==> src/bcu_consts.vh <==
// Constants for the bus cycle breakpoint unit: offsets, fields, resets.
// Assumes inclusion by bare name from every design file of the unit.
`ifndef BCU_CONSTS_VH
`define BCU_CONSTS_VH

// Width of the APB address that the unit decodes
`define BCU_PADDR_W 8

// Register byte offsets, one aligned 32-bit word each
`define BCU_OFS_ADDR_HI 8'h00
`define BCU_OFS_ADDR_LO 8'h04
`define BCU_OFS_MASK_HI 8'h08
`define BCU_OFS_MASK_LO 8'h0c
`define BCU_OFS_CYC_SEL 8'h10
`define BCU_OFS_CTRL 8'h14

// Reset values
`define BCU_RST_HALF 16'h0000
`define BCU_RST_CYC_SEL 8'h00
`define BCU_RST_CTRL 1'b0

// Break control: request inhibit bit
`define BCU_CTRL_INHIBIT 0

// Bus cycle select: field low bit positions, each field two bits wide
`define BCU_INIT_LSB 6
`define BCU_KIND_LSB 4
`define BCU_DIR_LSB 2
`define BCU_SIZE_LSB 0

// Operand size codes
`define BCU_SIZE_ANY 2'h0
`define BCU_SIZE_BYTE 2'h1
`define BCU_SIZE_WORD 2'h2
`define BCU_SIZE_LONG 2'h3

// Distance between two instructions of one paired fetch
`define BCU_INSN_STEP 32'h00000002

// Zero word for reads of unmapped or reserved bits
`define BCU_ZERO32 32'h00000000
`define BCU_ZERO16 16'h0000
`define BCU_ZERO8 8'h00
`define BCU_ZERO15 15'h0000

`endif

==> src/bcu_top.v <==
// Bus cycle breakpoint unit: registers, cycle capture, request logic.
// Assumes bus cycle attributes, ack and next PC come from logic on clk.
//
// Function
// - Control bit 0 set suppresses break requests
// - Initiator, kind or direction field 00 means never break
// - Full condition match sends break request out
// - Paired fetch gives each instruction its own break
// - Fetch break saves matched address, before execution
// - Deferred fetch break saves following instruction address
// - Data break saves address after last executed
// - Fetch with write-only direction never matches
// - Transfer initiators with fetch-only never match
// - Address compare is exact against issued address
// - Odd branch target break follows address error
// - Data break needs address, initiator, direction, size
// - Mask bit one removes address bit from compare
// - Initiator field: 01 CPU, 10 DMA, 11 both
// - Direction and kind fields: 01, 10, 11 decode
// - Size field: 00 any, byte, word, long
//
// Added by the designer: the APB interface to the registers and the register offsets.
`timescale 1ns/1ps
`include "bcu_consts.vh"

module bcu_top (
  input wire clk,
  input wire rst,
  // APB register port
  input wire psel,
  input wire penable,
  input wire pwrite,
  input wire [7:0] paddr,
  input wire [31:0] pwdata,
  output wire pready,
  output wire [31:0] prdata,
  output wire pslverr,
  // Monitored bus cycle, one valid pulse per cycle
  input wire bus_valid,
  input wire [31:0] bus_addr,
  input wire bus_dma,
  input wire bus_fetch,
  input wire bus_write,
  input wire [1:0] bus_size,
  input wire bus_dual,
  input wire bus_branch_first,
  // CPU status for the saved counter
  input wire cpu_defer,
  input wire [31:0] cpu_next_pc,
  // Interrupt controller hand-shake
  input wire break_ack,
  output reg break_req_r,
  output reg [31:0] break_pc_r,
  output reg break_on_fetch_r,
  output reg break_after_addr_err_r
);

  // Break address, high and low halves
  reg [15:0] addr_hi_r;
  reg [15:0] addr_lo_r;
  // Break address mask, high and low halves
  reg [15:0] mask_hi_r;
  reg [15:0] mask_lo_r;
  // Bus cycle select: initiator, kind, direction, size fields
  reg [7:0] bus_cycle_select_reg_r;
  // Break request inhibit bit of break control
  reg break_request_inhibit_r;

  // Read data and decode for the APB slave
  reg [31:0] rdata;
  reg addr_hit;
  // Write commit pulse from the slave
  wire wr_commit;

  // Captured bus cycle
  // A cycle was captured at the last edge
  reg cap_valid_r;
  // Issued address
  reg [31:0] cap_addr_r;
  // Initiator is a transfer controller
  reg cap_dma_r;
  // Instruction fetch rather than data access
  reg cap_fetch_r;
  // Write direction
  reg cap_write_r;
  // Operand size code
  reg [1:0] cap_size_r;
  // Fetch carried two instructions
  reg cap_dual_r;
  // First fetch after a branch
  reg cap_branch_r;
  // Fetched instruction cannot take a break at once
  reg cap_defer_r;
  // Counter after the last executed instruction
  reg [31:0] cap_next_pc_r;

  // Second instruction of a paired fetch waiting behind the first
  reg second_pend_r;
  // Saved counter of the waiting latter instruction
  reg [31:0] second_pc_r;
  // Odd-target flag of the waiting latter instruction
  reg second_aerr_r;

  // Start address of the instruction right after the one at a
  function [31:0] insn_after;
    input [31:0] a;
    begin
      insn_after = a + `BCU_INSN_STEP;
    end
  endfunction

  // Compare results
  // Former instruction, or the whole cycle when not a paired fetch
  wire hit_first;
  // Latter instruction of a paired fetch
  wire hit_second;
  // Full break address and mask
  wire [31:0] brk_addr = {addr_hi_r, addr_lo_r};
  wire [31:0] brk_mask = {mask_hi_r, mask_lo_r};
  // Address of the latter instruction of a paired fetch
  wire [31:0] addr_second = insn_after(cap_addr_r);

  // Register address decode and read mux
  always @* begin
    rdata = `BCU_ZERO32;
    addr_hit = 1'b1;
    case (paddr)
      `BCU_OFS_ADDR_HI: begin
        rdata = {`BCU_ZERO16, addr_hi_r};
      end
      `BCU_OFS_ADDR_LO: begin
        rdata = {`BCU_ZERO16, addr_lo_r};
      end
      `BCU_OFS_MASK_HI: begin
        rdata = {`BCU_ZERO16, mask_hi_r};
      end
      `BCU_OFS_MASK_LO: begin
        rdata = {`BCU_ZERO16, mask_lo_r};
      end
      `BCU_OFS_CYC_SEL: begin
        // Reserved high byte reads zero
        rdata = {`BCU_ZERO16, `BCU_ZERO8, bus_cycle_select_reg_r};
      end
      `BCU_OFS_CTRL: begin
        // Bits 15 to 1 read zero
        rdata = {`BCU_ZERO16, `BCU_ZERO15,
                 break_request_inhibit_r};
      end
      default: begin
        // Unmapped offset
        addr_hit = 1'b0;
      end
    endcase
  end

  // APB handshake and registered answer
  bcu_apb u_apb (
    .clk(clk),
    .rst(rst),
    .psel(psel),
    .penable(penable),
    .pwrite(pwrite),
    .addr_hit(addr_hit),
    .rdata_in(rdata),
    .pready(pready),
    .prdata(prdata),
    .pslverr(pslverr),
    .wr_commit(wr_commit)
  );

  // Register writes at the completing APB edge
  always @(posedge clk or posedge rst) begin
    if (rst) begin
      addr_hi_r <= `BCU_RST_HALF;
      addr_lo_r <= `BCU_RST_HALF;
      mask_hi_r <= `BCU_RST_HALF;
      mask_lo_r <= `BCU_RST_HALF;
      bus_cycle_select_reg_r <= `BCU_RST_CYC_SEL;
      break_request_inhibit_r <= `BCU_RST_CTRL;
    end else if (wr_commit) begin
      case (paddr)
        `BCU_OFS_ADDR_HI: begin
          addr_hi_r <= pwdata[15:0];
        end
        `BCU_OFS_ADDR_LO: begin
          addr_lo_r <= pwdata[15:0];
        end
        `BCU_OFS_MASK_HI: begin
          mask_hi_r <= pwdata[15:0];
        end
        `BCU_OFS_MASK_LO: begin
          mask_lo_r <= pwdata[15:0];
        end
        `BCU_OFS_CYC_SEL: begin
          // Only the low byte holds fields
          bus_cycle_select_reg_r <= pwdata[7:0];
        end
        `BCU_OFS_CTRL: begin
          // Only the inhibit bit is stored
          break_request_inhibit_r <=
            pwdata[`BCU_CTRL_INHIBIT];
        end
        default: begin
          // Unmapped writes are refused by the slave
          addr_hi_r <= addr_hi_r;
        end
      endcase
    end
  end

  // Capture each bus cycle once, on its valid pulse
  always @(posedge clk or posedge rst) begin
    if (rst) begin
      cap_valid_r <= 1'b0;
      cap_addr_r <= `BCU_ZERO32;
      cap_dma_r <= 1'b0;
      cap_fetch_r <= 1'b0;
      cap_write_r <= 1'b0;
      cap_size_r <= `BCU_SIZE_ANY;
      cap_dual_r <= 1'b0;
      cap_branch_r <= 1'b0;
      cap_defer_r <= 1'b0;
      cap_next_pc_r <= `BCU_ZERO32;
    end else begin
      // One compare per bus cycle
      cap_valid_r <= bus_valid;
      if (bus_valid) begin
        cap_addr_r <= bus_addr;
        cap_dma_r <= bus_dma;
        cap_fetch_r <= bus_fetch;
        cap_write_r <= bus_write;
        cap_size_r <= bus_size;
        cap_dual_r <= bus_dual;
        cap_branch_r <= bus_branch_first;
        cap_defer_r <= cpu_defer;
        cap_next_pc_r <= cpu_next_pc;
      end
    end
  end

  // Compare of the cycle's issued address
  bcu_match u_match_first (
    .addr_reg(brk_addr),
    .mask_reg(brk_mask),
    .cyc_sel(bus_cycle_select_reg_r),
    .cyc_addr(cap_addr_r),
    .cyc_dma(cap_dma_r),
    .cyc_fetch(cap_fetch_r),
    .cyc_write(cap_write_r),
    .cyc_size(cap_size_r),
    .hit(hit_first)
  );

  // Compare of the latter instruction in a paired fetch
  bcu_match u_match_second (
    .addr_reg(brk_addr),
    .mask_reg(brk_mask),
    .cyc_sel(bus_cycle_select_reg_r),
    .cyc_addr(addr_second),
    .cyc_dma(cap_dma_r),
    .cyc_fetch(cap_fetch_r),
    .cyc_write(cap_write_r),
    .cyc_size(cap_size_r),
    .hit(hit_second)
  );

  // A match raises a request only while not inhibited
  wire fire_first = cap_valid_r & hit_first &
                    ~break_request_inhibit_r;
  // Latter instruction gets its own independent break
  wire fire_second = cap_valid_r & cap_dual_r & cap_fetch_r & ~cap_dma_r &
                     hit_second & ~break_request_inhibit_r;
  // Either instruction, or the data cycle, asks for a break
  wire fire = fire_first | fire_second;

  // Fetch break of the first instruction: matched address, or the
  // following one when that instruction cannot take the break at once
  wire [31:0] pc_fetch_first = cap_defer_r ? addr_second :
                               cap_addr_r;
  // Latter instruction breaks after the former has executed
  wire [31:0] pc_fetch_second = cap_defer_r ?
                                insn_after(addr_second) :
                                addr_second;
  // Data breaks are imprecise: next instruction after the last executed
  wire [31:0] pc_data = cap_next_pc_r;
  // A data cycle from a transfer controller never counts as a fetch
  wire is_fetch = cap_fetch_r & ~cap_dma_r;
  // Saved counter for the request raised now
  wire [31:0] pc_now = ~is_fetch ? pc_data :
                       (fire_first ? pc_fetch_first : pc_fetch_second);
  // Odd fetch address happens only at a branch target
  wire odd_target = is_fetch & cap_branch_r &
                    cap_addr_r[0] & fire_first;

  // Request may be (re)loaded when idle or being accepted this cycle
  wire slot_free = ~break_req_r | break_ack;

  // Break request: held until accepted, new match wins over the accept unless a latter instruction is queued
  always @(posedge clk or posedge rst) begin
    if (rst) begin
      break_req_r <= 1'b0;
      break_pc_r <= `BCU_ZERO32;
      break_on_fetch_r <= 1'b0;
      break_after_addr_err_r <= 1'b0;
      second_pend_r <= 1'b0;
      second_pc_r <= `BCU_ZERO32;
      second_aerr_r <= 1'b0;
    end else if (fire & slot_free & ~second_pend_r) begin
      // Fresh request from this bus cycle
      break_req_r <= 1'b1;
      // Counter the CPU saves when it takes this break
      break_pc_r <= pc_now;
      break_on_fetch_r <= is_fetch;
      // Tells the CPU to sequence the break after address error handling
      break_after_addr_err_r <= odd_target;
      // Both instructions matched: queue the latter behind the former
      second_pend_r <= fire_first & fire_second;
      // Latter instruction's counter waits here
      second_pc_r <= pc_fetch_second;
      // The latter never starts at a branch target
      second_aerr_r <= 1'b0;
    end else if (break_req_r & break_ack) begin
      if (second_pend_r) begin
        // Former accepted, now present the latter
        break_req_r <= 1'b1;
        break_pc_r <= second_pc_r;
        break_on_fetch_r <= 1'b1;
        break_after_addr_err_r <= second_aerr_r;
        second_pend_r <= 1'b0;
      end else begin
        // Accepted, request drops
        break_req_r <= 1'b0;
        break_on_fetch_r <= 1'b0;
        break_after_addr_err_r <= 1'b0;
      end
    end else begin
      // Still masked at the controller: keep pending unchanged
      break_req_r <= break_req_r;
    end
  end

endmodule // bcu_top

==> src/bcu_match.v <==
// Combinational break condition compare for one bus cycle address.
// Assumes cycle attributes come from flops on the same clock.
`timescale 1ns/1ps
`include "bcu_consts.vh"

module bcu_match (
  input wire [31:0] addr_reg,
  input wire [31:0] mask_reg,
  input wire [7:0] cyc_sel,
  input wire [31:0] cyc_addr,
  input wire cyc_dma,
  input wire cyc_fetch,
  input wire cyc_write,
  input wire [1:0] cyc_size,
  output wire hit
);

  // Two-bit select: bit 0 picks the first kind, bit 1 the second; 00 none
  function sel_ok;
    input [1:0] f;
    input first;
    input second;
    begin
      sel_ok = (f[0] & first) | (f[1] & second);
    end
  endfunction

  // Transfer controllers never fetch, so their cycles are data accesses
  wire fetch_eff = cyc_fetch & ~cyc_dma;
  // Fetches are always reads
  wire write_eff = cyc_write & ~fetch_eff;
  // Fetches always count as word size
  wire [1:0] size_eff = fetch_eff ? `BCU_SIZE_WORD : cyc_size;
  wire [1:0] sz_sel = cyc_sel[`BCU_SIZE_LSB+1:`BCU_SIZE_LSB];

  // Masked bits drop out, the rest compare exactly
  wire addr_ok = (((cyc_addr ^ addr_reg) & ~mask_reg) ==
                  `BCU_ZERO32);
  // Initiator: CPU first, DMA or transfer controller second
  wire init_ok = sel_ok(cyc_sel[`BCU_INIT_LSB+1:`BCU_INIT_LSB],
                        ~cyc_dma, cyc_dma);
  // Fetch first, data access second
  wire kind_ok = sel_ok(cyc_sel[`BCU_KIND_LSB+1:`BCU_KIND_LSB],
                        fetch_eff, ~fetch_eff);
  // Read first, write second
  wire dir_ok = sel_ok(cyc_sel[`BCU_DIR_LSB+1:`BCU_DIR_LSB],
                       ~write_eff, write_eff);
  // Size code 00 ignores size
  wire size_ok = (sz_sel == `BCU_SIZE_ANY) | (sz_sel == size_eff);

  // Every programmed condition must hold together
  assign hit = addr_ok & init_ok & kind_ok & dir_ok & size_ok;

endmodule // bcu_match

==> src/bcu_apb.v <==
// APB slave handshake: registered answer, one access cycle, no wait.
// Assumes the parent supplies address decode and read data combinationally.
`timescale 1ns/1ps
`include "bcu_consts.vh"

module bcu_apb (
  input wire clk,
  input wire rst,
  input wire psel,
  input wire penable,
  input wire pwrite,
  input wire addr_hit,
  input wire [31:0] rdata_in,
  output reg pready,
  output reg [31:0] prdata,
  output reg pslverr,
  output wire wr_commit
);

  // Setup cycle of a transfer
  wire setup = psel & ~penable;
  // Completing access cycle
  wire done = psel & penable & pready;

  // Answer prepared in setup, presented throughout the single access cycle
  always @(posedge clk or posedge rst) begin
    if (rst) begin
      pready <= 1'b0;
      prdata <= `BCU_ZERO32;
      pslverr <= 1'b0;
    end else begin
      pready <= setup;
      if (setup) begin
        // Unmapped addresses answer with an error and zero data
        pslverr <= ~addr_hit;
        prdata <= (pwrite | ~addr_hit) ? `BCU_ZERO32 : rdata_in;
      end else if (done) begin
        // Answer withdrawn after completion
        pslverr <= 1'b0;
        prdata <= `BCU_ZERO32;
      end
    end
  end

  // Write takes effect only at the completing edge
  assign wr_commit = done & pwrite & addr_hit;

endmodule // bcu_apb

==> config.mk <==
export PLATFORM = sky130hd
export DESIGN_NAME = bcu_top
export DESIGN_NICKNAME = d
export VERILOG_FILES = /design/src/bcu_top.v /design/src/bcu_match.v /design/src/bcu_apb.v
export VERILOG_INCLUDE_DIRS = /design/src
export SDC_FILE = /design/constraint.sdc
export NUM_CORES = 1
export LEC_CHECK = 0
export BUFFER_PORTS_ARGS = -buffer_cell sky130_fd_sc_hd__buf_2
export CORE_MARGIN = 10
export CORE_UTILIZATION = 45
export CTS_CLUSTER_SIZE = 40
export DETAILED_ROUTE_END_ITERATION = 6
export PLACE_DENSITY = 0.65
export SLEW_MARGIN = 20
export SYNTH_ARGS = -nofsm -noshare
export SYNTH_HDL_FRONTEND = slang
export SYNTH_HIERARCHICAL = 1
export SYNTH_SLANG_ARGS = --single-unit
==> constraint.sdc <==
create_clock -name clk -period 11.9 [get_ports clk]
set_input_delay 1.19 -clock clk [delete_from_list [all_inputs] [get_ports clk]]
set_output_delay 1.19 -clock clk [all_outputs]
set_load 0.01 [all_outputs]
=== Word level (Yosys, flattened, before mapping) ===
Index checks and enable logic that the tools add are counted.

* Bits of input ports: 119
* Output and inout port bits: 69
* Register bits: 248
* Word-level logic and storage cells: 125

* Reduce and logical (&&, ||, !) cells: 15
* Add/sub/neg operators: 2
* Bitwise gates (word level): 55
* Eq/ne operators: 6
* Muxes and demuxes: 22

{| class="wikitable"
|+ Operator list
! operator !! count
|-
| two-way mux 32 bit || 9
|-
| case mux 16 bit (6 select lines) || 1
|-
| adder 32 x 2 -> 32 bit (second input constant) || 2
|-
| bitwise AND 32 bit || 2
|-
| zero test 32 bit || 2
|-
| XOR 32 bit || 2
|-
| bitwise AND 1 bit || 35
|-
| inverter 32 bit || 1
|-
| == test 8 x 4 -> 1 bit (second input constant) || 2
|-
| == test 8 x 5 -> 1 bit (second input constant) || 2
|-
| two-way mux 16 bit || 1
|-
| AND reduction 2 bit || 7
|-
| two-way mux 1 bit || 10
|-
| == test 8 x 3 -> 1 bit (second input constant) || 1
|-
| zero test 8 bit || 1
|-
| inverter 1 bit || 8
|-
| bitwise OR 1 bit || 7
|-
| nonzero test 2 bit || 3
|-
| OR reduction 6 bit || 1
|-
| == test 2 bit || 1
|-
| zero test 2 bit || 1
|-
| two-way mux 2 bit || 1
|}

=== Depth between registers and ports, before layout ===
Gate-level depths: netlist (run 1).

* Depth in word-level cells: 16
* Depth in mapped cells: 22
* Depth with buffers taken out: 20

=== By module ===
The synthesis (run 1) kept the hierarchy.

{| class="wikitable"
|+ Modules (own cells, without submodules)
! module !! sequential area each (um^2) !! instances !! area an instance (um^2) !! cells each
|-
| bcu_top || 5355.1 || 1 || 11841.4 || 1151
|-
| bcu_apb || 850.8 || 1 || 1251.2 || 81
|-
| bcu_match || 0.0 || 2 || 524.3 || 70
|}

=== Least setup slack after synthesis (run 1) ===
No wires, ideal clock.

* Kind: reg2reg
* Start point: register cap_addr_r[2]
* End point: register second_pc_r[25]
* Cell stages (with the launch flop): 20
* Path slack: 7.768 ns
* Arrival time: 4.006 ns
* Path buffers: 3
* Data required time: 11.774 ns
* Setup time: 0.126 ns
* Period minus slack after synthesis: 4.132 ns
* Cell sequence: dfrtp_1 ha_1 nand4_2 nor3_1 and3_1 buf_2 nand3_1 xor2_1 inv_1 xnor2_1 o22ai_1 nor4_1 nand3_1 nor4_2 nand4b_1 nor2_1 o21ai_1 clkbuf_1 clkbuf_1 a221o_1

* Word-level cells in the longest chain between the ends: 13
* Elaborated cells between the ends (all ways): 24
* Those cells by class: 2 x add/sub; 1 x mux; 19 x bitwise; 2 x reduce/logical

{| class="wikitable"
|+ RTL lines
! item !! RTL line !! RTL
|-
| from (decl) || bcu_top.v:79 || <nowiki>reg [31:0] cap_addr_r;</nowiki>
|-
| from (signal assigned) || bcu_top.v:215 || <nowiki>cap_addr_r <= `BCU_ZERO32;</nowiki>
|-
| from (signal assigned) || bcu_top.v:228 || <nowiki>cap_addr_r <= bus_addr;</nowiki>
|-
| adder 32 x 2 -> 32 bit (no source line) || n/a ||
|-
| named net addr_second[30] || bcu_top.v:121 || <nowiki>wire [31:0] addr_second = insn_after(cap_addr_r);</nowiki>
|-
| XOR 32 bit || bcu_match.v:37 || <nowiki>wire addr_ok = (((cyc_addr ^ addr_reg) & ~mask_reg) ==</nowiki>
|-
| bitwise AND 32 bit || bcu_match.v:37 ||
|-
| zero test 32 bit (no source line) || n/a ||
|-
| bitwise AND 1 bit (4 in series) || bcu_match.v:52 || <nowiki>assign hit = addr_ok & init_ok & kind_ok & dir_ok & size_ok;</nowiki>
|-
| named net hit_second || bcu_top.v:116 || <nowiki>wire hit_second;</nowiki>
|-
| bitwise AND 1 bit || bcu_top.v:271 || <nowiki>wire fire_second = cap_valid_r & cap_dual_r & cap_fetch_r & ~cap_dma_r &</nowiki>
|-
| bitwise AND 1 bit || bcu_top.v:272 || <nowiki>hit_second & ~break_request_inhibit_r;</nowiki>
|-
| bitwise OR 1 bit || bcu_top.v:274 || <nowiki>wire fire = fire_first | fire_second;</nowiki>
|-
| bitwise AND 1 bit (2 in series) || bcu_top.v:308 || <nowiki>end else if (fire & slot_free & ~second_pend_r) begin</nowiki>
|-
| to (signal assigned) || bcu_top.v:306 || <nowiki>second_pc_r <= `BCU_ZERO32;</nowiki>
|-
| to (signal assigned) || bcu_top.v:319 || <nowiki>second_pc_r <= pc_fetch_second;</nowiki>
|-
| to (decl) || bcu_top.v:100 || <nowiki>reg [31:0] second_pc_r;</nowiki>
|}

The timed path passes the listed nets, and every way through them passes these cells.
A chain may end at the register's enable or synchronous reset.

=== Worst setup path after layout (run 1) ===
* Start point: register cap_addr_r[3]
* End point: register break_pc_r[15]

* Word-level cells in the longest chain between the ends: 15
* Elaborated cells between the ends (all ways): 31
* Those cells by class: 2 x add/sub; 5 x mux; 19 x bitwise; 5 x reduce/logical

{| class="wikitable"
|+ RTL lines
! item !! RTL line !! RTL
|-
| adder 32 x 2 -> 32 bit (no source line) (*) || n/a ||
|-
| named net addr_second[30] || bcu_top.v:121 ||
|-
| XOR 32 bit (*) || bcu_match.v:37 ||
|-
| bitwise AND 32 bit (*) || bcu_match.v:37 ||
|-
| zero test 32 bit (no source line) (*) || n/a ||
|-
| bitwise AND 1 bit (*) (4 in series) || bcu_match.v:52 ||
|-
| named net hit_second || bcu_top.v:116 ||
|-
| bitwise AND 1 bit (*) || bcu_top.v:271 ||
|-
| bitwise AND 1 bit (*) || bcu_top.v:272 ||
|-
| bitwise OR 1 bit (*) || bcu_top.v:274 ||
|-
| bitwise AND 1 bit (*) (2 in series) || bcu_top.v:308 ||
|-
| nonzero test 2 bit (no source line) || n/a ||
|-
| AND reduction 2 bit (no source line) || n/a ||
|-
| to (signal assigned) || bcu_top.v:302 || <nowiki>break_pc_r <= `BCU_ZERO32;</nowiki>
|-
| to (signal assigned) || bcu_top.v:312 || <nowiki>break_pc_r <= pc_now;</nowiki>
|-
| to (signal assigned) || bcu_top.v:326 || <nowiki>break_pc_r <= second_pc_r;</nowiki>
|-
| to (decl) || bcu_top.v:53 || <nowiki>output reg [31:0] break_pc_r,</nowiki>
|}

The timed path passes the listed nets; every way through them passes the cells marked *.

==> summary.json, run 1 <==
{
  "status": {"value": "finished clean"},
  "finalCritPeriodShare": {"value": 53.8, "unit": "%"},
  "gpl.final_weighted_congestion": {"value": 0.922},
  "power.static_leakage": {"value": 7.21, "unit": "nW"},
  "rsz0062_at_grt": {"value": "no"},
  "maxClockFrequency": {"value": 0.156, "unit": "GHz"},
  "dp_hpwl": {"value": 31.4, "unit": "mm"},
  "power.ir.vdd_worst": {"value": 113, "unit": "µV"},
  "hold_fix_buffers_cts": {"value": 0},
  "asyncSetResetFlopFracSynth": {"value": 100, "unit": "%"},
  "ctsRootBufferMaster": {"value": "clkbuf_16"},
  "detailed_router_s_first_iteration_violation_count": {"value": 918},
  "synthXorXnorAreaFrac": {"value": 8.95, "unit": "%"},
  "post_drt_via_cell_ratio": {"value": 5.84},
  "grtUsageTotal": {"value": 21.8, "unit": "%"},
  "ctsResizeCount": {"value": 0},
  "boundaryPins": {"value": 188},
  "final_layout_size_suffix_gt1_share": {"value": 28.1, "unit": "%"},
  "cp.required": {"value": 12.34, "unit": "ns"},
  "synth_simple_gate_area_share": {"value": 15.9, "unit": "%"},
  "path_clk_slew": {"value": 0.06, "unit": "ns"},
  "insertedDiodeCount": {"value": 0},
  "final_cell_mix": {"value": "dfrtp_1, buf_2, nand2_1"},
  "synth_warnings": {"value": 6},
  "drt_first_pass_iters": {"value": 7},
  "hold_path.class": {"value": "flop to flop"},
  "post-route-worst-setup-slack": {"value": 5.50, "unit": "ns"},
  "ys_ff_latch": {"value": 248},
  "synth-main-ff-cell": {"value": "dfrtp_1"},
  "die_area": {"value": 38900, "unit": "µm²"},
  "final-hold-violation-count": {"value": 0},
  "detailedPlace.worstSlack": {"value": 5.60, "unit": "ns"},
  "first_pass_grt_wire_length": {"value": 66.9, "unit": "mm"},
  "initial_standard_cell_utilization_of_the_core": {"value": 45.9, "unit": "%"},
  "routed_wirelength": {"value": 43.2, "unit": "mm"},
  "synth_area_per_cell": {"value": 10.3, "unit": "µm²"},
  "maximum_count_of_clock_buffers_along_a_single_path": {"value": 3},
  "fin_tns_setup": {"value": 0, "unit": "ns"},
  "dpl.cell_count": {"value": 1873},
  "numClockSinks": {"value": 248},
  "hold-worst-slack": {"value": 0.470, "unit": "ns"},
  "slew_violations": {"value": 0},
  "num_rows": {"value": 64},
  "syn-instance-count": {"value": 1372},
  "setup_viol": {"value": 0},
  "critical_path_peak_fanout": {"value": 99},
  "worst_slew_pin_slew": {"value": 1.10, "unit": "ns"},
  "crit_path_start_kind": {"value": "flop"},
  "clkLatencyLatePin": {"value": 0.56, "unit": "ns"},
  "antenna_found_initial": {"value": 0},
  "detail_route.wl_per_cell": {"value": 22.4, "unit": "µm"},
  "area_inside_the_core_boundary": {"value": 30800, "unit": "µm²"},
  "mux_share_of_post_synthesis_cell_area": {"value": 13.4, "unit": "%"},
  "cp.arrival": {"value": 6.85, "unit": "ns"},
  "layout.cells.non_filler": {"value": 1924},
  "h_tree_lvl_count": {"value": 1},
  "syn-cell-area": {"value": 14100, "unit": "µm²"},
  "dominant_combinational_cell_family_by_area_after_synthesis": {"value": "simple AND/OR/NAND/NOR gates"},
  "die_width": {"value": 197, "unit": "µm"},
  "grt_pass1_vias": {"value": 11400},
  "post_synthesis_compound_gate_area_fraction": {"value": 13.6, "unit": "%"},
  "die_height": {"value": 197, "unit": "µm"},
  "fin_skew": {"value": 0.0168, "unit": "ns"},
  "criticalPathCategory": {"value": "flop to flop"},
  "grt.overflow.total": {"value": 0},
  "area_growth_syn_to_layout": {"value": 14.0, "unit": "%"},
  "synth_area_in_adders": {"value": 0.265, "unit": "%"},
  "max_cap_violations": {"value": 0},
  "layout_commonest_cell": {"value": "dfrtp_1"},
  "route.detailed.drc": {"value": 0},
  "timing.slew.headroom": {"value": 26.8, "unit": "%"},
  "synth_enable_flop_cells": {"value": 0},
  "route.antenna.remaining_nets": {"value": 0},
  "yosysSeqAreaShare": {"value": 43.9, "unit": "%"},
  "post_synth_num_cell_types": {"value": 91},
  "num_vias": {"value": 11200},
  "pin_count_of_the_biggest_net_entering_global_routing": {"value": 135},
  "place.port_buffers": {"value": 171},
  "cts-buffers-inserted": {"value": 29},
  "num-fill-cells": {"value": 2823},
  "tritoncts": {"value": "yes"},
  "final_nets": {"value": 1630},
  "power_per_cell_area": {"value": 124, "unit": "nW/µm²"},
  "cts.repair_timing.setup_buffer_count": {"value": 0},
  "critPathCaptureType": {"value": "flop"},
  "final.min_clock_period": {"value": 6.40, "unit": "ns"}
}
-- worst max-delay path: stages (launching register included) --
cell and delay, ns:
dfrtp_1 0.60, ha_1 0.32, nand4_2 0.24, nor3_1 0.60
and3_1 0.46, nand3_1 0.14, xor2_1 0.42, inv_1 0.11
xnor2_1 0.16, o22ai_1 0.11, nor4_1 0.42, nand3_1 0.14
nor4_2 0.33, nand4b_1 0.18, nor2_1 0.28, o21ai_4 0.23
buf_4 0.47, nor2_1 0.65, o211ai_1 0.20, o311a_1 0.16
-- power by group --
group / switching [W] / internal [W] / total, W
clock network: 0.000358 / 0.000485 / 0.000843
registers: 0.0000586 / 0.000868 / 0.000927
logic: 0.000136 / 0.0000967 / 0.000233
-- registers in the layout, summed over array words and instances (netlist names), 2 cells and up --
| name | flops |
|---|---|
| addr_hi_r | 16 |
| addr_lo_r | 16 |
| break_pc_r | 32 |
| bus_cycle_select_reg_r | 8 |
| cap_addr_r | 32 |
| cap_next_pc_r | 32 |
| cap_size_r | 2 |
| mask_hi_r | 16 |
| mask_lo_r | 16 |
| second_pc_r | 32 |
| u_apb/prdata | 32 |
-- Yosys cell counts (20+ instances only) --
master | number | area, µm²
a21oi_1 | 33 | 165
a22o_1 | 34 | 298
a31oi_1 | 20 | 125
clkbuf_1 | 51 | 191
dfrtp_1 | 248 | 6210
inv_1 | 21 | 78.8
mux2_2 | 142 | 1600
mux2i_1 | 29 | 290
nand2_1 | 160 | 601
nand3_1 | 38 | 190
nand4_1 | 22 | 138
nor2_1 | 66 | 248
nor3_1 | 25 | 125
o21ai_0 | 57 | 285
o22ai_1 | 47 | 294
xnor2_1 | 103 | 902
xor2_1 | 31 | 272
-- cell type report --
cell class | count | area (µm²) | area share, %
well taps | 396 | 495 | 3.07
repair buffers | 186 | 975 | 6.04
multi-input cells | 1018 | 7460 | 46.2
clock buffers | 43 | 838 | 5.20
inverters | 25 | 103 | 0.636
flip-flops and latches | 248 | 6210 | 38.5
clock inverters | 8 | 53.8 | 0.334
-- routing by layer --
metal | part of all wire (%) | GRT usage, % | vias to the layer above
li1 | - | - | 5217
met5 | 0 | 0 | -
met1 | 44 | 28.6 | 5630
met2 | 48 | 36.2 | 316
met4 | 2.9 | 6.95 | 0
met3 | 5.1 | 3.30 | 78
-- cell families (layout without fill, tap and decap cells) --
family / Yosys count / after routing
flops: 248 / 248
other cells: 1 / 16
buf+inv: 121 / 262
compound gates: 273 / 273
mux: 172 / 172
fa+ha+maj: 3 / 3
simple gates: 415 / 415
xor+xnor: 139 / 139
-- per-stage QoR --
stage	cell area, µm²	utilization (%)	power, W
after CTS	16100	52.3	0.00202
final	16100	52.3	0.00200
after floorplan	14200	-	0.00109
after global routing	16100	52.3	0.00208
after detailed placement	15200	49.4	0.00117
after global placement	15200	49.4	0.00117
-- path summary, 6_finish.rpt --
path	start	end	slack (ns)	cells past startpoint
setup / recovery	cap_addr_r[3]$_DFFE_PP0P_	break_pc_r[15]$_DFFE_PP0P_	5.50	19
hold reg to reg	second_pc_r[30]$_DFFE_PP0P_	second_pc_r[30]$_DFFE_PP0P_	0.47	2
min in group asynchronous	rst	mask_hi_r[12]$_DFFE_PP0P_	0.77	2
hold / removal	second_pc_r[30]$_DFFE_PP0P_	second_pc_r[30]$_DFFE_PP0P_	0.47	2
setup reg to reg	cap_addr_r[3]$_DFFE_PP0P_	break_pc_r[15]$_DFFE_PP0P_	5.50	19
max in group asynchronous	rst	break_pc_r[11]$_DFFE_PP0P_	9.81	3
Power figures use the tool's default switching activity.
==> run 2: changes to the inputs <==
--- a/config.mk
+++ b/config.mk
@@ -6,6 +6,7 @@
 export SDC_FILE = /design/constraint.sdc
 export NUM_CORES = 1
 export LEC_CHECK = 0
+export ABC_AREA = 1
 export BUFFER_PORTS_ARGS = -buffer_cell sky130_fd_sc_hd__buf_2
 export CORE_MARGIN = 10
 export CORE_UTILIZATION = 45
==> constraint.sdc (replaced) <==
create_clock -name clk -period 6 [get_ports clk]
set_input_delay 0.6 -clock clk [delete_from_list [all_inputs] [get_ports clk]]
set_output_delay 0.6 -clock clk [all_outputs]
set_load 0.01 [all_outputs]
==> run 2 against run 1 <==
Effect of this change: non-clock buffer count is 1 higher; critical path type unchanged; register-to-register slack worse by 4.3 ns; critical path depth is 9 higher; hold slack worse by 0.37 ns.
==> summary.json, run 2 <==
{
  "yosys-top-cells-area": {"value": "dfrtp_1, nand2_1, o21ai_0"},
  "netSwitchingPower": {"value": 0.00125, "unit": "W", "change": "+130%"},
  "final.min_clock_period": {"value": 4.80, "unit": "ns", "change": "-1.60 ns"},
  "cp.required": {"value": 6.47, "unit": "ns", "change": "-5.87 ns"},
  "grt_pass1_vias": {"value": 13400, "change": "+18%"},
  "layout.cells.non_filler": {"value": 2710, "change": "+41%"},
  "maxClockFrequency": {"value": 0.208, "unit": "GHz", "change": "+33%"},
  "power.share.clock": {"value": 44.3, "unit": "%", "change": "+2.2 points"},
  "fin_tns_setup": {"value": 0, "unit": "ns", "change": "unchanged"},
  "power_switching_share": {"value": 28.1, "unit": "%", "change": "+0.49 points"},
  "fin_skew": {"value": 0.0134, "unit": "ns", "change": "-0.00350 ns"},
  "post_synth_num_cell_types": {"value": 49, "change": "-46%"},
  "final_cell_mix": {"value": "nand2_1, dfrtp_1, inv_1"},
  "critPathMostFrequentCell": {"value": "nand2_1"},
  "finalPower": {"value": 0.00445, "unit": "W", "change": "+120%"},
  "combinationalPowerShare": {"value": 13.7, "unit": "%", "change": "+2.1 points"},
  "die_width": {"value": 201, "unit": "µm", "change": "+1.7%"},
  "rr_startpoint": {"value": "cap_addr_r[2]$_DFFE_PP0P_"},
  "tritoncts": {"value": "yes"},
  "critical_path.startpoint": {"value": "cap_addr_r[2]$_DFFE_PP0P_"},
  "pin_count_of_the_biggest_net_entering_global_routing": {"value": 161, "change": "+19%"},
  "synth-main-ff-cell": {"value": "dfrtp_1"},
  "final-hold-violation-count": {"value": 0, "change": "unchanged"},
  "ys_ff_latch": {"value": 248, "change": "unchanged"},
  "hold_fix_buffers_cts": {"value": 0, "change": "unchanged"},
  "drt_first_pass_iters": {"value": 5, "change": "-2"},
  "grt.overflow.total": {"value": 0, "change": "unchanged"},
  "post_drt_via_cell_ratio": {"value": 5.23, "change": "-10%"},
  "routed_wirelength": {"value": 49.6, "unit": "mm", "change": "+15%"},
  "synth_enable_flop_cells": {"value": 0, "change": "unchanged"},
  "final_layout_size_suffix_gt1_share": {"value": 15.4, "unit": "%", "change": "-13 points"},
  "die_area": {"value": 40200, "unit": "µm²", "change": "+3.4%"},
  "boundaryPins": {"value": 188, "change": "unchanged"},
  "power_frac_seq": {"value": 42.1, "unit": "%", "change": "-4.2 points"},
  "ctsRootBufferMaster": {"value": "clkbuf_16"},
  "finalCritPeriodShare": {"value": 80.0, "unit": "%", "change": "+26 points"},
  "setup_viol": {"value": 0, "change": "unchanged"},
  "cts-buffers-inserted": {"value": 28, "change": "-3.4%"},
  "insertedDiodeCount": {"value": 0, "change": "unchanged"},
  "h_tree_lvl_count": {"value": 1, "change": "unchanged"},
  "intPower": {"value": 0.00320, "unit": "W", "change": "+120%"},
  "synth_warnings": {"value": 6, "change": "unchanged"},
  "layout_commonest_cell": {"value": "nand2_1"},
  "detailed_router_s_first_iteration_violation_count": {"value": 1259, "change": "+37%"},
  "critical_path.max_stage_delay": {"value": 0.51, "unit": "ns", "change": "-0.14 ns"},
  "first_pass_grt_wire_length": {"value": 77.6, "unit": "mm", "change": "+16%"},
  "path_clk_slew": {"value": 0.06, "unit": "ns", "change": "about the same"},
  "hold-worst-slack": {"value": 0.0948, "unit": "ns", "change": "-0.375 ns"},
  "area_growth_syn_to_layout": {"value": 15.5, "unit": "%"},
  "num_rows": {"value": 66, "change": "+3.1%"},
  "final_nets": {"value": 2368, "change": "+45%"},
  "netlist.top_cell.by_area": {"value": "dfrtp_1"},
  "route.antenna.remaining_nets": {"value": 0, "change": "unchanged"},
  "power.static_leakage": {"value": 8.59, "unit": "nW", "change": "+19%"},
  "cts.repair_timing.setup_buffer_count": {"value": 0, "change": "unchanged"},
  "worst_slew_pin_slew": {"value": 1.09, "unit": "ns", "change": "-0.00651 ns"},
  "initial_standard_cell_utilization_of_the_core": {"value": 45.3, "unit": "%", "change": "-0.55 points"},
  "maximum_count_of_clock_buffers_along_a_single_path": {"value": 3, "change": "unchanged"},
  "critical-path-slowest-cell": {"value": "dfrtp_1"},
  "criticalPathCategory": {"value": "flop to flop"},
  "route.detailed.drc": {"value": 0, "change": "unchanged"},
  "synth.top_cell.area_share": {"value": 42.3, "unit": "%", "change": "-1.6 points"},
  "layout_cell_area_excl_fill": {"value": 16900, "unit": "µm²", "change": "+5.1%"},
  "yosysSeqAreaShare": {"value": 42.3, "unit": "%", "change": "-1.6 points"},
  "asyncSetResetFlopFracSynth": {"value": 100, "unit": "%", "change": "unchanged"},
  "hold_path.class": {"value": "input pin to async pin"},
  "area_inside_the_core_boundary": {"value": 32400, "unit": "µm²", "change": "+5.0%"},
  "clkLatencyLatePin": {"value": 0.56, "unit": "ns", "change": "about the same"},
  "timing.slew.headroom": {"value": 27.1, "unit": "%", "change": "+0.34 points"},
  "max_cap_violations": {"value": 0, "change": "unchanged"},
  "dpl.cell_count": {"value": 2658, "change": "+42%"},
  "place.port_buffers": {"value": 171, "change": "unchanged"},
  "worst-r2r-setup-slack": {"value": 1.20, "unit": "ns", "change": "-4.30 ns"},
  "most_common_cell_in_the_synthesized_netlist": {"value": "nand2_1"},
  "synth_area_per_cell": {"value": 7.01, "unit": "µm²", "change": "-32%"},
  "worstReg2RegEnd": {"value": "break_pc_r[5]$_DFFE_PP0P_"},
  "detailed_place.area": {"value": 15900, "unit": "µm²", "change": "+4.2%"},
  "dp_hpwl": {"value": 37.3, "unit": "mm", "change": "+19%"},
  "rsz0062_at_grt": {"value": "no"},
  "critical_path_peak_fanout": {"value": 40, "change": "-60%"},
  "power_per_cell_area": {"value": 262, "unit": "nW/µm²", "change": "+110%"},
  "crit_path_start_kind": {"value": "flop"},
  "syn-instance-count": {"value": 2094, "change": "+53%"},
  "die_height": {"value": 201, "unit": "µm", "change": "+1.7%"},
  "grtUsageTotal": {"value": 24.0, "unit": "%", "change": "+2.2 points"},
  "synth.cells.most_frequent": {"value": "nand2_1, dfrtp_1, inv_1"},
  "status": {"value": "finished clean"},
  "gpl.final_weighted_congestion": {"value": 0.931, "change": "+1.0%"},
  "syn-cell-area": {"value": 14700, "unit": "µm²", "change": "+3.8%"},
  "num_vias": {"value": 14200, "change": "+26%"},
  "r2r.worst_path.cells": {"value": 28, "change": "+9"},
  "antenna_found_initial": {"value": 0, "change": "unchanged"},
  "detail_route.wl_per_cell": {"value": 18.3, "unit": "µm", "change": "-18%"},
  "power.ir.vdd_worst": {"value": 188, "unit": "µV", "change": "+67%"},
  "critPathCaptureType": {"value": "flop"},
  "ctsResizeCount": {"value": 0, "change": "unchanged"},
  "cp.arrival": {"value": 5.27, "unit": "ns", "change": "-1.58 ns"},
  "slew_violations": {"value": 0, "change": "unchanged"},
  "numClockSinks": {"value": 248, "change": "unchanged"}
}
==> run 2: cell count changes after synthesis, moves of 19 or more <==
cell	delta
nand2_1	+513
inv_1	+227
o21ai_0	+149
nand3_1	+134
mux2_2	-129
xnor2_1	-102
nor2_1	+82
a21oi_1	+58
o22ai_1	-47
mux2i_1	-29
a22o_1	-28
nand2_2	+23
nor3_1	-20
inv_2	+19
==> run 2: metal layers <==
layer  up-vias  routed length (µm)  global-route usage (%)
li1       6970                   -                       -
met1      6687               22600                    33.6
met2       486               22900                    38.8
met3        42                3380                    3.73
met4         0                 680                    4.35
met5         -                   0                       0
==> run 2: power by group through the flow <==
stage	logic [W]	registers (W)	clock network, W
CTS	0.000611	0.00187	0.00199
floorplan	0.000363	0.00189	0
finish	0.000607	0.00187	0.00197
detailed placement	0.000608	0.00190	0
global route	0.000684	0.00188	0.00206
global placement	0.000598	0.00190	0
==> run 2: cells by family (layout without fill, tap and decap cells) <==
kind of cell             after synthesis  count (layout)  synth area share, %
buffers and inverters                361             520                 9.98
adder cells (fa/ha/maj)                3               3                0.256
flip-flops                           248             248                 42.3
other                                  1              16               0.0256
AO/OA/AOI/OAI                        354             354                 13.0
multiplexers                          13              13                0.998
AND/OR/NAND/NOR                     1099            1099                 32.5
XOR/XNOR                              15              15                0.947
==> run 2: worst max-delay path: cells and delay by family, from the launching register on <==
kind            cells  cell delay, ns
compound gates      2            0.28
fa+ha+maj           1            0.24
buf+inv             6            1.15
flops               1            0.51
simple gates       19            2.52
==> run 2: worst max path at each step <==
stage | end | slack [ns] | cells past startpoint
2_1_floorplan | addr_hi_r[0]$_DFFE_PP0P_ | 2.62 | 1
5_1_grt | break_pc_r[9]$_DFFE_PP0P_ | 0.77 | 28
4_1_cts | break_pc_r[5]$_DFFE_PP0P_ | 1.25 | 28
3_3_place_gp | break_pc_r[3]$_DFFE_PP0P_ | 1.40 | 25
6_report | break_pc_r[5]$_DFFE_PP0P_ | 1.20 | 28
3_5_place_dp | break_pc_r[5]$_DFFE_PP0P_ | 1.28 | 28
==> run 2: area by class of cell <==
cell class,instances,area (µm²)
clock inverter,17,272
inverter,281,1060
sequential,248,6210
tap,442,553
timing repair buffer,187,991
clock buffer,35,788
fill,3282,15400
multi-input combinational,1500,7070
==> run 2: metrics by stage <==
stage	worst slack, ns	utilization (%)
after floorplan	2.62	-
after global placement	1.40	49.0
after detailed placement	1.28	49.0
after CTS	1.25	52.3
after global routing	0.766	52.3
final	1.20	52.3
